[config.mk]
export PLATFORM = sky130hd
export DESIGN_NAME = ucp_cell_port_pair
export DESIGN_NICKNAME = d
export VERILOG_FILES = /design/src/hw/ucp_pkg.sv /design/src/hw/ucp_cell_port_pair.sv
export SDC_FILE = /design/constraint.sdc
export NUM_CORES = 1
export LEC_CHECK = 0
export BUFFER_PORTS_ARGS = -buffer_cell sky130_fd_sc_hd__buf_2
export CAP_MARGIN = 20
export CORE_MARGIN = 2
export CORE_UTILIZATION = 48
export CTS_CLUSTER_DIAMETER = 30
export CTS_CLUSTER_SIZE = 40
export DETAILED_ROUTE_END_ITERATION = 16
export MAX_ROUTING_LAYER = met4
export PLACE_DENSITY = 0.75
export SLEW_MARGIN = 20
export SYNTH_ARGS = -nofsm -noshare
export SYNTH_HDL_FRONTEND = slang
export SYNTH_SLANG_ARGS = --single-unit
[constraint.sdc]
create_clock -name sys_clk_i -period 3.3 [get_ports sys_clk_i]
set_clock_uncertainty 0.05 [all_clocks]
set_input_delay 0.33 -clock sys_clk_i [delete_from_list [all_inputs] [get_ports sys_clk_i]]
set_output_delay 0.33 -clock sys_clk_i [all_outputs]
set_load 0.1 [all_outputs]
[src/hw/ucp_pkg.sv]
// Shared constants and mode types for the cell port pair
package ucp_pkg;

   // ----------------------------------------
   // Cell framing
   // ----------------------------------------
   localparam int UCP_CELL_BYTES = 53;
   localparam int UCP_BYTE_W = 8;
   localparam logic [5:0] UCP_IDX_FIRST = 6'h00;
   localparam logic [5:0] UCP_IDX_STEP = 6'h01;
   localparam logic [5:0] UCP_IDX_LAST = 6'h34;
   // Sink stops offering space once this many bytes of the cell are in
   localparam logic [5:0] UCP_SPACE_DROP = 6'h31;
   // Bytes received before byte 51 arrives
   localparam logic [5:0] UCP_TOGGLE_FROM = 6'h32;

   // ----------------------------------------
   // Link handshake timing, in link clock edges
   // ----------------------------------------
   localparam logic [1:0] UCP_FULL_STOP_EDGES = 2'h2;
   localparam logic [1:0] UCP_STOP_STEP = 2'h1;
   localparam logic [1:0] UCP_STOP_CLEAR = 2'h0;

   // ----------------------------------------
   // Buffering
   // ----------------------------------------
   localparam int UCP_FIFO_DEPTH = 8;

   // ----------------------------------------
   // Port roles
   // ----------------------------------------
   typedef enum logic [1:0] {UCP_SRC_ATM, UCP_SRC_SINGLE_PHY_MODE, UCP_SRC_MULTI_PHY_MODE} ucp_src_mode_t;
   typedef enum logic {UCP_SNK_ATM, UCP_SNK_SINGLE_PHY_MODE} ucp_snk_mode_t;

endpackage

[src/hw/ucp_cell_port_pair.sv]
// Byte FIFO and the two cell ports, source and sink, with their link timing
`timescale 1ns/1ps

module ucp_fifo
#(
   parameter int WIDTH = 8,
   parameter int DEPTH = 8
)
(
   // Clock and reset
   input wire logic sys_clk_i,
   input wire logic rst_i,
   // Fill side
   input wire logic [WIDTH-1:0] in_data_i,
   input wire logic in_valid_i,
   output logic in_ready_o,
   // Drain side
   output logic [WIDTH-1:0] out_data_o,
   output logic out_valid_o,
   input wire logic out_ready_i
);
   localparam int AW = $clog2(DEPTH);

   if (DEPTH < 2 || (1 << AW) != DEPTH)
   begin : g_depth_check
      $error("ucp_fifo depth must be a power of two");
   end

   logic [WIDTH-1:0] mem [DEPTH];
   logic [AW:0] wr_ptr, rd_ptr, next_wr_ptr, next_rd_ptr;
   logic push, pop;

   // Full when pointers differ only in the wrap bit
   assign in_ready_o = !((wr_ptr[AW] != rd_ptr[AW]) && (wr_ptr[AW-1:0] == rd_ptr[AW-1:0]));
   assign out_valid_o = (wr_ptr != rd_ptr);
   assign out_data_o = mem[rd_ptr[AW-1:0]];
   assign push = in_valid_i && in_ready_o;
   assign pop = out_valid_o && out_ready_i;

   always_comb
   begin
      next_wr_ptr = push ? wr_ptr + 1'b1 : wr_ptr;
      next_rd_ptr = pop ? rd_ptr + 1'b1 : rd_ptr;
   end

   always_ff @(posedge sys_clk_i)
   begin
      if (rst_i)
      begin
         wr_ptr <= '0;
         rd_ptr <= '0;
      end
      else
      begin
         wr_ptr <= next_wr_ptr;
         rd_ptr <= next_rd_ptr;
      end
      if (push)
      begin
         mem[wr_ptr[AW-1:0]] <= in_data_i;
      end
   end
endmodule

module ucp_cell_port_pair
#(
   parameter int FIFO_DEPTH = ucp_pkg::UCP_FIFO_DEPTH
)
(
   // Clock and reset
   input wire logic sys_clk_i,
   input wire logic rst_i,
   // Static role straps
   input wire ucp_pkg::ucp_src_mode_t src_mode_i,
   input wire ucp_pkg::ucp_snk_mode_t snk_mode_i,
   // Source user side
   input wire logic [ucp_pkg::UCP_BYTE_W-1:0] src_byte_i,
   input wire logic src_byte_valid_i,
   output logic src_byte_ready_o,
   // Sink user side
   output logic [ucp_pkg::UCP_BYTE_W-1:0] snk_byte_o,
   output logic snk_first_o,
   output logic snk_byte_valid_o,
   input wire logic snk_byte_ready_i,
   // Source as ATM layer
   input wire logic src_atm_if_clk_i,
   input wire logic src_atm_phy_full_n_i,
   output logic [ucp_pkg::UCP_BYTE_W-1:0] src_atm_data_out_o,
   output logic src_atm_cell_start_o,
   output logic src_atm_write_enable_n_o,
   // Source as PHY
   input wire logic src_phy_if_clk_i,
   input wire logic src_phy_read_enable_n_i,
   input wire logic src_phy_port_select_n_i,
   output logic [ucp_pkg::UCP_BYTE_W-1:0] src_phy_data_out_o,
   output logic src_phy_cell_start_o,
   output logic src_phy_data_oe_o,
   output logic src_phy_cell_ready_o,
   output logic src_phy_cell_ready_oe_o,
   // Sink as ATM layer
   input wire logic snk_atm_if_clk_i,
   input wire logic [ucp_pkg::UCP_BYTE_W-1:0] snk_atm_data_in_i,
   input wire logic snk_atm_cell_start_i,
   input wire logic snk_atm_phy_empty_n_i,
   output logic snk_atm_read_enable_n_o,
   // Sink as PHY
   input wire logic snk_phy_if_clk_i,
   input wire logic [ucp_pkg::UCP_BYTE_W-1:0] snk_phy_data_in_i,
   input wire logic snk_phy_cell_start_i,
   input wire logic snk_phy_write_enable_n_i,
   output logic snk_phy_space_ready_o
);
   import ucp_pkg::*;

   localparam int BW = UCP_BYTE_W;
   localparam int SYNC_W = 2 * BW - 1;

   // ----------------------------------------
   // Pin synchronisers
   // ----------------------------------------
   // Roles are static, so the link clocks and sink pins are chosen before the flops to save flops
   logic [SYNC_W-1:0] raw, s1, s2, s3, filt, next_filt;
   logic src_clk_f, src_full_n_f, src_rd_n_f, src_sel_n_f;
   logic snk_clk_f, snk_gate_f, snk_soc_f;
   logic [BW-1:0] snk_data_f;
   logic src_clk_q, snk_clk_q, src_edge, snk_edge;

   assign raw = {(src_mode_i == UCP_SRC_ATM) ? src_atm_if_clk_i : src_phy_if_clk_i,
                 src_atm_phy_full_n_i, src_phy_read_enable_n_i, src_phy_port_select_n_i,
                 (snk_mode_i == UCP_SNK_ATM) ? snk_atm_if_clk_i : snk_phy_if_clk_i,
                 (snk_mode_i == UCP_SNK_ATM) ? snk_atm_phy_empty_n_i : snk_phy_write_enable_n_i,
                 (snk_mode_i == UCP_SNK_ATM) ? snk_atm_cell_start_i : snk_phy_cell_start_i,
                 (snk_mode_i == UCP_SNK_ATM) ? snk_atm_data_in_i : snk_phy_data_in_i};
   assign {src_clk_f, src_full_n_f, src_rd_n_f, src_sel_n_f,
           snk_clk_f, snk_gate_f, snk_soc_f, snk_data_f} = filt;
   // A change counts only once stages two and three agree
   assign next_filt = (s2 & ~(s2 ^ s3)) | (filt & (s2 ^ s3));
   assign src_edge = src_clk_f && !src_clk_q;
   assign snk_edge = snk_clk_f && !snk_clk_q;

   always_ff @(posedge sys_clk_i)
   begin
      if (rst_i)
      begin
         s1 <= '0;
         s2 <= '0;
         s3 <= '0;
         filt <= '0;
         src_clk_q <= 1'b0;
         snk_clk_q <= 1'b0;
      end
      else
      begin
         s1 <= raw;
         s2 <= s1;
         s3 <= s2;
         filt <= next_filt;
         src_clk_q <= src_clk_f;
         snk_clk_q <= snk_clk_f;
      end
   end

   // ----------------------------------------
   // Source cell buffer fill
   // ----------------------------------------
   // One cell of storage: a new cell is gathered only after the last one left
   logic [BW-1:0] src_mem [UCP_CELL_BYTES];
   logic [BW-1:0] fifo_data;
   logic fifo_valid, fifo_ready;
   logic src_loaded, next_src_loaded;
   logic [5:0] src_fill_idx, next_src_fill_idx, src_tx_idx, next_src_tx_idx;

   ucp_fifo #(.WIDTH(BW), .DEPTH(FIFO_DEPTH)) u_src_fifo (
      .sys_clk_i(sys_clk_i),
      .rst_i(rst_i),
      .in_data_i(src_byte_i),
      .in_valid_i(src_byte_valid_i),
      .in_ready_o(src_byte_ready_o),
      .out_data_o(fifo_data),
      .out_valid_o(fifo_valid),
      .out_ready_i(fifo_ready)
   );

   assign fifo_ready = !src_loaded;

   always_ff @(posedge sys_clk_i)
   begin
      if (fifo_valid && fifo_ready)
      begin
         src_mem[src_fill_idx] <= fifo_data;
      end
   end

   // ----------------------------------------
   // Source link engine
   // ----------------------------------------
   logic [1:0] src_stop, next_src_stop;
   logic src_atm_en_n, next_src_atm_en_n, src_send;
   logic [BW-1:0] src_atm_data, next_src_atm_data, src_phy_data, next_src_phy_data;
   logic src_atm_soc, next_src_atm_soc, src_phy_soc, next_src_phy_soc;
   logic src_oe, next_src_oe, src_clav, next_src_clav, src_clav_oe, next_src_clav_oe;
   logic src_sel, next_src_sel, src_rd_n_q, next_src_rd_n_q, src_drive;

   always_comb
   begin
      next_src_loaded = src_loaded;
      next_src_fill_idx = src_fill_idx;
      next_src_tx_idx = src_tx_idx;
      next_src_stop = src_stop;
      next_src_atm_en_n = src_atm_en_n;
      next_src_atm_data = src_atm_data;
      next_src_atm_soc = src_atm_soc;
      next_src_phy_data = src_phy_data;
      next_src_phy_soc = src_phy_soc;
      next_src_oe = src_oe;
      next_src_clav = src_clav;
      next_src_clav_oe = src_clav_oe;
      next_src_sel = src_sel;
      next_src_rd_n_q = src_rd_n_q;
      src_send = 1'b0;
      src_drive = 1'b0;
      if (fifo_valid && fifo_ready)
      begin
         next_src_fill_idx = (src_fill_idx == UCP_IDX_LAST) ? UCP_IDX_FIRST
                             : src_fill_idx + UCP_IDX_STEP;
         next_src_loaded = (src_fill_idx == UCP_IDX_LAST);
      end
      if (src_edge)
      begin
         unique case (src_mode_i)
            UCP_SRC_ATM:
            begin
               // count edges with the PHY full, stop on the third
               next_src_stop = src_full_n_f ? UCP_STOP_CLEAR
                               : (src_stop == UCP_FULL_STOP_EDGES) ? src_stop
                               : src_stop + UCP_STOP_STEP;
               // bytes flow only from a complete buffered cell
               src_send = src_loaded && !(!src_full_n_f && src_stop == UCP_FULL_STOP_EDGES);
               next_src_atm_en_n = !src_send;
            end
            UCP_SRC_SINGLE_PHY_MODE, UCP_SRC_MULTI_PHY_MODE:
            begin
               // selection fixed in single-PHY mode, latched as read enable falls in multi-PHY mode
               if (src_mode_i == UCP_SRC_SINGLE_PHY_MODE)
               begin
                  next_src_sel = 1'b1;
               end
               else if (!src_rd_n_f && src_rd_n_q)
               begin
                  next_src_sel = !src_sel_n_f;
               end
               next_src_rd_n_q = src_rd_n_f;
               // drive only after an enabled, selected cycle
               src_drive = !src_rd_n_f && next_src_sel;
               next_src_oe = src_drive;
               src_send = src_drive && src_loaded;
               // ready follows the buffer one link cycle late
               next_src_clav = src_loaded;
               // polled answer in multi-PHY mode only after our select was low, always driven in single-PHY mode
               next_src_clav_oe = (src_mode_i == UCP_SRC_SINGLE_PHY_MODE) || !src_sel_n_f;
            end
            default:
            begin
               next_src_oe = 1'b0;
               next_src_clav_oe = 1'b0;
            end
         endcase
         if (src_send)
         begin
            next_src_atm_data = src_mem[src_tx_idx];
            next_src_phy_data = src_mem[src_tx_idx];
            next_src_atm_soc = (src_tx_idx == UCP_IDX_FIRST);
            next_src_phy_soc = (src_tx_idx == UCP_IDX_FIRST);
            next_src_tx_idx = (src_tx_idx == UCP_IDX_LAST) ? UCP_IDX_FIRST
                              : src_tx_idx + UCP_IDX_STEP;
            next_src_loaded = (src_tx_idx != UCP_IDX_LAST);
         end
      end
   end

   always_ff @(posedge sys_clk_i)
   begin
      if (rst_i)
      begin
         src_loaded <= 1'b0;
         src_fill_idx <= UCP_IDX_FIRST;
         src_tx_idx <= UCP_IDX_FIRST;
         src_stop <= UCP_STOP_CLEAR;
         src_atm_en_n <= 1'b1;
         src_atm_data <= '0;
         src_atm_soc <= 1'b0;
         src_phy_data <= '0;
         src_phy_soc <= 1'b0;
         src_oe <= 1'b0;
         src_clav <= 1'b0;
         src_clav_oe <= 1'b0;
         src_sel <= 1'b0;
         src_rd_n_q <= 1'b1;
      end
      else
      begin
         src_loaded <= next_src_loaded;
         src_fill_idx <= next_src_fill_idx;
         src_tx_idx <= next_src_tx_idx;
         src_stop <= next_src_stop;
         src_atm_en_n <= next_src_atm_en_n;
         src_atm_data <= next_src_atm_data;
         src_atm_soc <= next_src_atm_soc;
         src_phy_data <= next_src_phy_data;
         src_phy_soc <= next_src_phy_soc;
         src_oe <= next_src_oe;
         src_clav <= next_src_clav;
         src_clav_oe <= next_src_clav_oe;
         src_sel <= next_src_sel;
         src_rd_n_q <= next_src_rd_n_q;
      end
   end

   assign src_atm_data_out_o = src_atm_data;
   assign src_atm_cell_start_o = src_atm_soc;
   assign src_atm_write_enable_n_o = src_atm_en_n;
   assign src_phy_data_out_o = src_phy_data;
   assign src_phy_cell_start_o = src_phy_soc;
   assign src_phy_data_oe_o = src_oe;
   assign src_phy_cell_ready_o = src_clav;
   assign src_phy_cell_ready_oe_o = src_clav_oe;

   // ----------------------------------------
   // Sink link engine and drain
   // ----------------------------------------
   // Single cell store: space reopens only when the user has drained it
   logic [BW-1:0] snk_mem [UCP_CELL_BYTES];
   logic [5:0] snk_cnt, next_snk_cnt, snk_widx, snk_drain, next_snk_drain;
   logic snk_full, next_snk_full, snk_take;
   logic snk_en_n, next_snk_en_n, snk_space, next_snk_space;

   always_comb
   begin
      next_snk_cnt = snk_cnt;
      next_snk_full = snk_full;
      next_snk_drain = snk_drain;
      next_snk_en_n = snk_en_n;
      next_snk_space = snk_space;
      // ATM byte valid when enabled last cycle and PHY not empty
      // PHY byte on every enabled edge while the store is not full
      snk_take = snk_edge && !snk_full &&
                 ((snk_mode_i == UCP_SNK_ATM) ? (!snk_en_n && snk_gate_f) : !snk_gate_f);
      snk_widx = snk_soc_f ? UCP_IDX_FIRST : snk_cnt;
      if (snk_take)
      begin
         next_snk_full = (snk_widx == UCP_IDX_LAST);
         next_snk_cnt = (snk_widx == UCP_IDX_LAST) ? UCP_IDX_FIRST : snk_widx + UCP_IDX_STEP;
      end
      if (snk_full && snk_byte_ready_i)
      begin
         next_snk_drain = (snk_drain == UCP_IDX_LAST) ? UCP_IDX_FIRST
                          : snk_drain + UCP_IDX_STEP;
         next_snk_full = (snk_drain != UCP_IDX_LAST);
      end
      if (snk_edge)
      begin
         // pulse enable off while the PHY runs dry late in the cell
         if (!snk_en_n && !snk_gate_f && snk_cnt >= UCP_TOGGLE_FROM)
         begin
            next_snk_en_n = 1'b1;
         end
         else
         begin
            // read only while a whole cell fits
            next_snk_en_n = next_snk_full || (snk_mode_i != UCP_SNK_ATM);
         end
         // space offered only below the 49th byte
         next_snk_space = (snk_mode_i == UCP_SNK_SINGLE_PHY_MODE) && !next_snk_full &&
                          (next_snk_cnt < UCP_SPACE_DROP);
      end
   end

   always_ff @(posedge sys_clk_i)
   begin
      if (rst_i)
      begin
         snk_cnt <= UCP_IDX_FIRST;
         snk_full <= 1'b0;
         snk_drain <= UCP_IDX_FIRST;
         snk_en_n <= 1'b1;
         snk_space <= 1'b0;
      end
      else
      begin
         snk_cnt <= next_snk_cnt;
         snk_full <= next_snk_full;
         snk_drain <= next_snk_drain;
         snk_en_n <= next_snk_en_n;
         snk_space <= next_snk_space;
      end
      if (snk_take)
      begin
         snk_mem[snk_widx] <= snk_data_f;
      end
   end

   assign snk_atm_read_enable_n_o = snk_en_n;
   assign snk_phy_space_ready_o = snk_space;
   assign snk_byte_valid_o = snk_full;
   assign snk_byte_o = snk_mem[snk_drain];
   assign snk_first_o = (snk_drain == UCP_IDX_FIRST);
endmodule

==> flow_summary_export.csv <==
group,metric,value,unit
finish,diodes,0,
power_and_ir_drop,vdd_ir_drop_max,0.547,mV
finish,area_growth,22.8,%
finish,multiInputGateArea,9910,sq um
finish,stdcell_count,3726,
cts,clock_path_buffers,3,
floorplanning,core,83300,sq um
place,port_buffers,76,
cts,clock-sinks,1036,
power_and_ir_drop,power_density,696,nW/um^2
sta,slew_violations,0,
finish,regArea,29900,sq um
outcome,outcome,"finished, final reports clean",
synth,netlist-cell-type-count,72,
global_routing,grt_pass1_wl,145000,um
sta,slew_headroom,0.292,
sta,tightest_slew,1.05,ns
route,vias,22400,
power_and_ir_drop,clkPwrFrac,0.487,
setup_path,r2r-start,"u_src_fifo.wr_ptr[2]",
cts,clkLatencyLatePin,0.74,ns
setup_path,cp_data_arrival_time,2.89,ns
route,firstDrtPassIters,6,
floorplanning,num_rows,106,
global_routing,grt_pass1_vias,23400,
power_and_ir_drop,p_seq_frac,0.447,
cts,ctsRootBufferMaster,"clkbuf_16",
synth,synthArstFlopShare,0,
route,wl_per_cell,25.9,um
finish,fill_cells,5739,
synth,ys_seq_elements,1036,
setup_path,path_max_fanout,8,
setup_path,slowest_stage,"mux4_2",
synth,yosys.area.top_type,"edfxtp_1",
global_routing,overflow,0,
hold_path,whs_endpoint,"snk_phy_space_ready_o",
place,place_congestion,0.898,
synth,yosysSeqAreaShare,0.744,
setup_path,crit_type,"reg -> out",
sta,setup_viol,0,
hold_path,worstHoldPathCells,3,
route,wl,96600,um
finish,nets,2572,
setup_path,path_common_cell,"buf_16",
synth,synthCells,2175,
hold_path,hold_path_class,"in -> reg",
global_routing,grt_max_degree,81,
sta,hold_ws,0.129,ns
setup_path,cp-end-kind,"primary output",
floorplanning,die_w,293,um
sta,finalHoldViolCount,0,
hold_path,min-delay-start,"snk_mode_i",
synth,synthFlopType,"edfxtp_1",
power_and_ir_drop,internal-power,26.5,mW
floorplanning,die_h,293,um
setup_path,ff2ff_setup_slack,0.41,ns
synth,synth_edf_count,912,
global_routing,antenna_found_initial,0,
sta,fmax,306,MHz
place,dp_cells,3371,
power_and_ir_drop,power.switching,7.84,mW
route,routed_via_density,6.00,
sta,min_period_over_period,0.991,
synth,syn_area,40200,sq um
global_routing,track_usage,0.234,
route,drtAntennaViolNets,0,
setup_path,cp_data_required_time,2.92,ns
synth,synth_area_per_cell,18.5,sq um
power_and_ir_drop,pwr-share-comb,0.066,
synth,synth_area_leaders,"edfxtp_1, mux4_2, dfxtp_1",
finish,layout-drive-gt1-share,0.322,
synth,syn-num-nets,2229,
cts,htreeDepth,4,
place,hpwl,57700,um
setup_path,ff2ff_path_depth,7,
setup_path,cp-start-kind,"register",
cts,clk_pin_slew,0.06,ns
setup_path,r2r_end,"src_mem[32][6]",
synth,synth_top_area_frac,0.682,
floorplanning,fp.dieArea,86000,sq um
cts,cts_tree,"yes",
synth,ys_warn_count,0,
setup_path,path_buf_inv,3,
floorplanning,pin_count,77,
setup_path,cpPeakStageDelay,0.51,ns
sta,grt_setup_unrepaired,"true",
setup_path,crit_family,"multiplexers",
route,drc,0,
route,drtIter0Drc,2565,
cts,numCtsBuffers,162,
power_and_ir_drop,switching_share,0.228,
floorplanning,initial_core_util,0.482,
job,maxCapViolCount,0,
sta,min_period,3.27,ns
power_and_ir_drop,p_leak,16.2,nW
setup_path,cp_cell_sequence,"buf_16 -> buf_16 -> mux4_2 -> mux2i_2 -> nand2_1 -> o2111ai_2 -> o31ai_4 -> buf_12",
state kept, by name, indices dropped and copies added (netlist names), 2 cells and up, named ones only:
| name | count |
|---|---|
| snk_mem | 424 |
| src_mem | 424 |
| u_src_fifo.mem | 64 |
| s1 | 15 |
| s2 | 15 |
| s3 | 15 |
| src_phy_data_out_o | 8 |
| snk_cnt | 6 |
| snk_drain | 6 |
| src_fill_idx | 6 |
| src_tx_idx | 6 |
| u_src_fifo.rd_ptr | 4 |
| u_src_fifo.wr_ptr | 4 |
| src_stop | 2 |
synth_stat cells (9+ instances only):
library cell	n
o211ai_1	12
nand4_1	12
a21oi_1	57
nand2b_1	9
edfxtp_1	912
nor3_1	23
nand2_1	126
buf_4	13
ha_1	12
clkbuf_1	44
xnor2_1	9
buf_1	24
inv_1	20
dfxtp_1	124
mux2_2	17
o2111ai_1	12
a22o_1	9
o21ai_0	33
nand3_1	17
a22oi_1	29
nor2b_1	46
buf_2	41
mux4_2	216
nor2_1	160
mux2i_1	48
final cells by class:
| type | instances | share of cell area |
|---|---|---|
| flip-flops and latches | 1036 | 0.607 |
| multi-input cells | 991 | 0.201 |
| clock buffers | 182 | 0.0863 |
| repair buffers | 307 | 0.0535 |
| well taps | 1080 | 0.0274 |
| clock inverters | 110 | 0.0238 |
| inverters | 20 | 0.00152 |
cells by family (layout without fill, tap and decap cells):
logic type,Yosys count,in the layout,share of synthesized area
AOI/OAI and AO/OA,211,211,0.0366
buffers and inverters,148,619,0.0173
adders and majority gates,12,12,0.00374
xor gates and xnor gates,17,17,0.00371
muxes,281,281,0.138
and+or+nand+nor,470,470,0.0573
DFF,1036,1036,0.744
stage by stage:
step,area (sq um),total power [mW],util,TNS (ns),worst slack (ns)
after global routing,49300,35.3,0.592,-0.206,-0.0586
after floorplan,40200,16.7,-,0,0.0459
final,49300,34.3,0.592,0,0.0283
after global placement,42900,17.6,0.515,0,0.400
after CTS,49100,34.5,0.589,-0.00614,-0.00607
after detailed placement,42900,17.8,0.515,0,0.299
how the worst max path moves through the flow:
stage	start	end	cells past startpoint
floorplan	register	snk_byte_o[0]	8
global placement	snk_mode_i	snk_mem[49][7]	5
global route	register	snk_byte_o[0]	8
finish	register	snk_byte_o[0]	8
detailed placement	snk_mode_i	snk_mem[49][2]	5
CTS	register	snk_byte_o[1]	8
power groups by stage:
stage	sequential, mW	clock [mW]	combinational (mW)
floorplan	15.5	0	1.17
CTS	15.4	16.9	2.24
detailed placement	15.6	0	2.17
finish	15.4	16.7	2.25
global route	15.4	17.5	2.40
global placement	15.6	0	2.05
cell usage in the layout, fill, tap and decap left out, types with 20 or more instances in the layout:
| master | n |
|---|---|
| a21oi_1 | 57 |
| a22oi_1 | 25 |
| buf_2 | 67 |
| buf_4 | 165 |
| clkbuf_16 | 169 |
| clkinvlp_4 | 22 |
| dfxtp_1 | 111 |
| dlygate4sd3_1 | 39 |
| edfxtp_1 | 912 |
| inv_1 | 20 |
| mux2i_1 | 40 |
| mux4_2 | 216 |
| nand2_1 | 125 |
| nor2_1 | 160 |
| nor2b_1 | 46 |
| nor3_1 | 22 |
| o21ai_0 | 26 |
timing repair:
action                                  4_1_cts  5_1_grt
pin swaps                                     2        6
resized for setup                            43       33
hold buffers                                 39        0
cloned                                        3        1
buffers inserted                             14        7
hold endpoints to repair                    106        0
endpoints found under the setup margin        8        8
per-layer routing:
layer	track usage	vias to the layer above	share of wire
li1	-	9439	-
met1	0.289	11500	0.38
met2	0.383	1154	0.51
met3	0.0463	279	0.078
met4	0.0928	0	0.036
met5	-	-	0
worst min-delay path: stages:
cell and delay [ns]:
buf_2 0.24, a21oi_1 0.21, a311oi_2 0.06
Note: power is estimated with default switching activity, not from simulation.
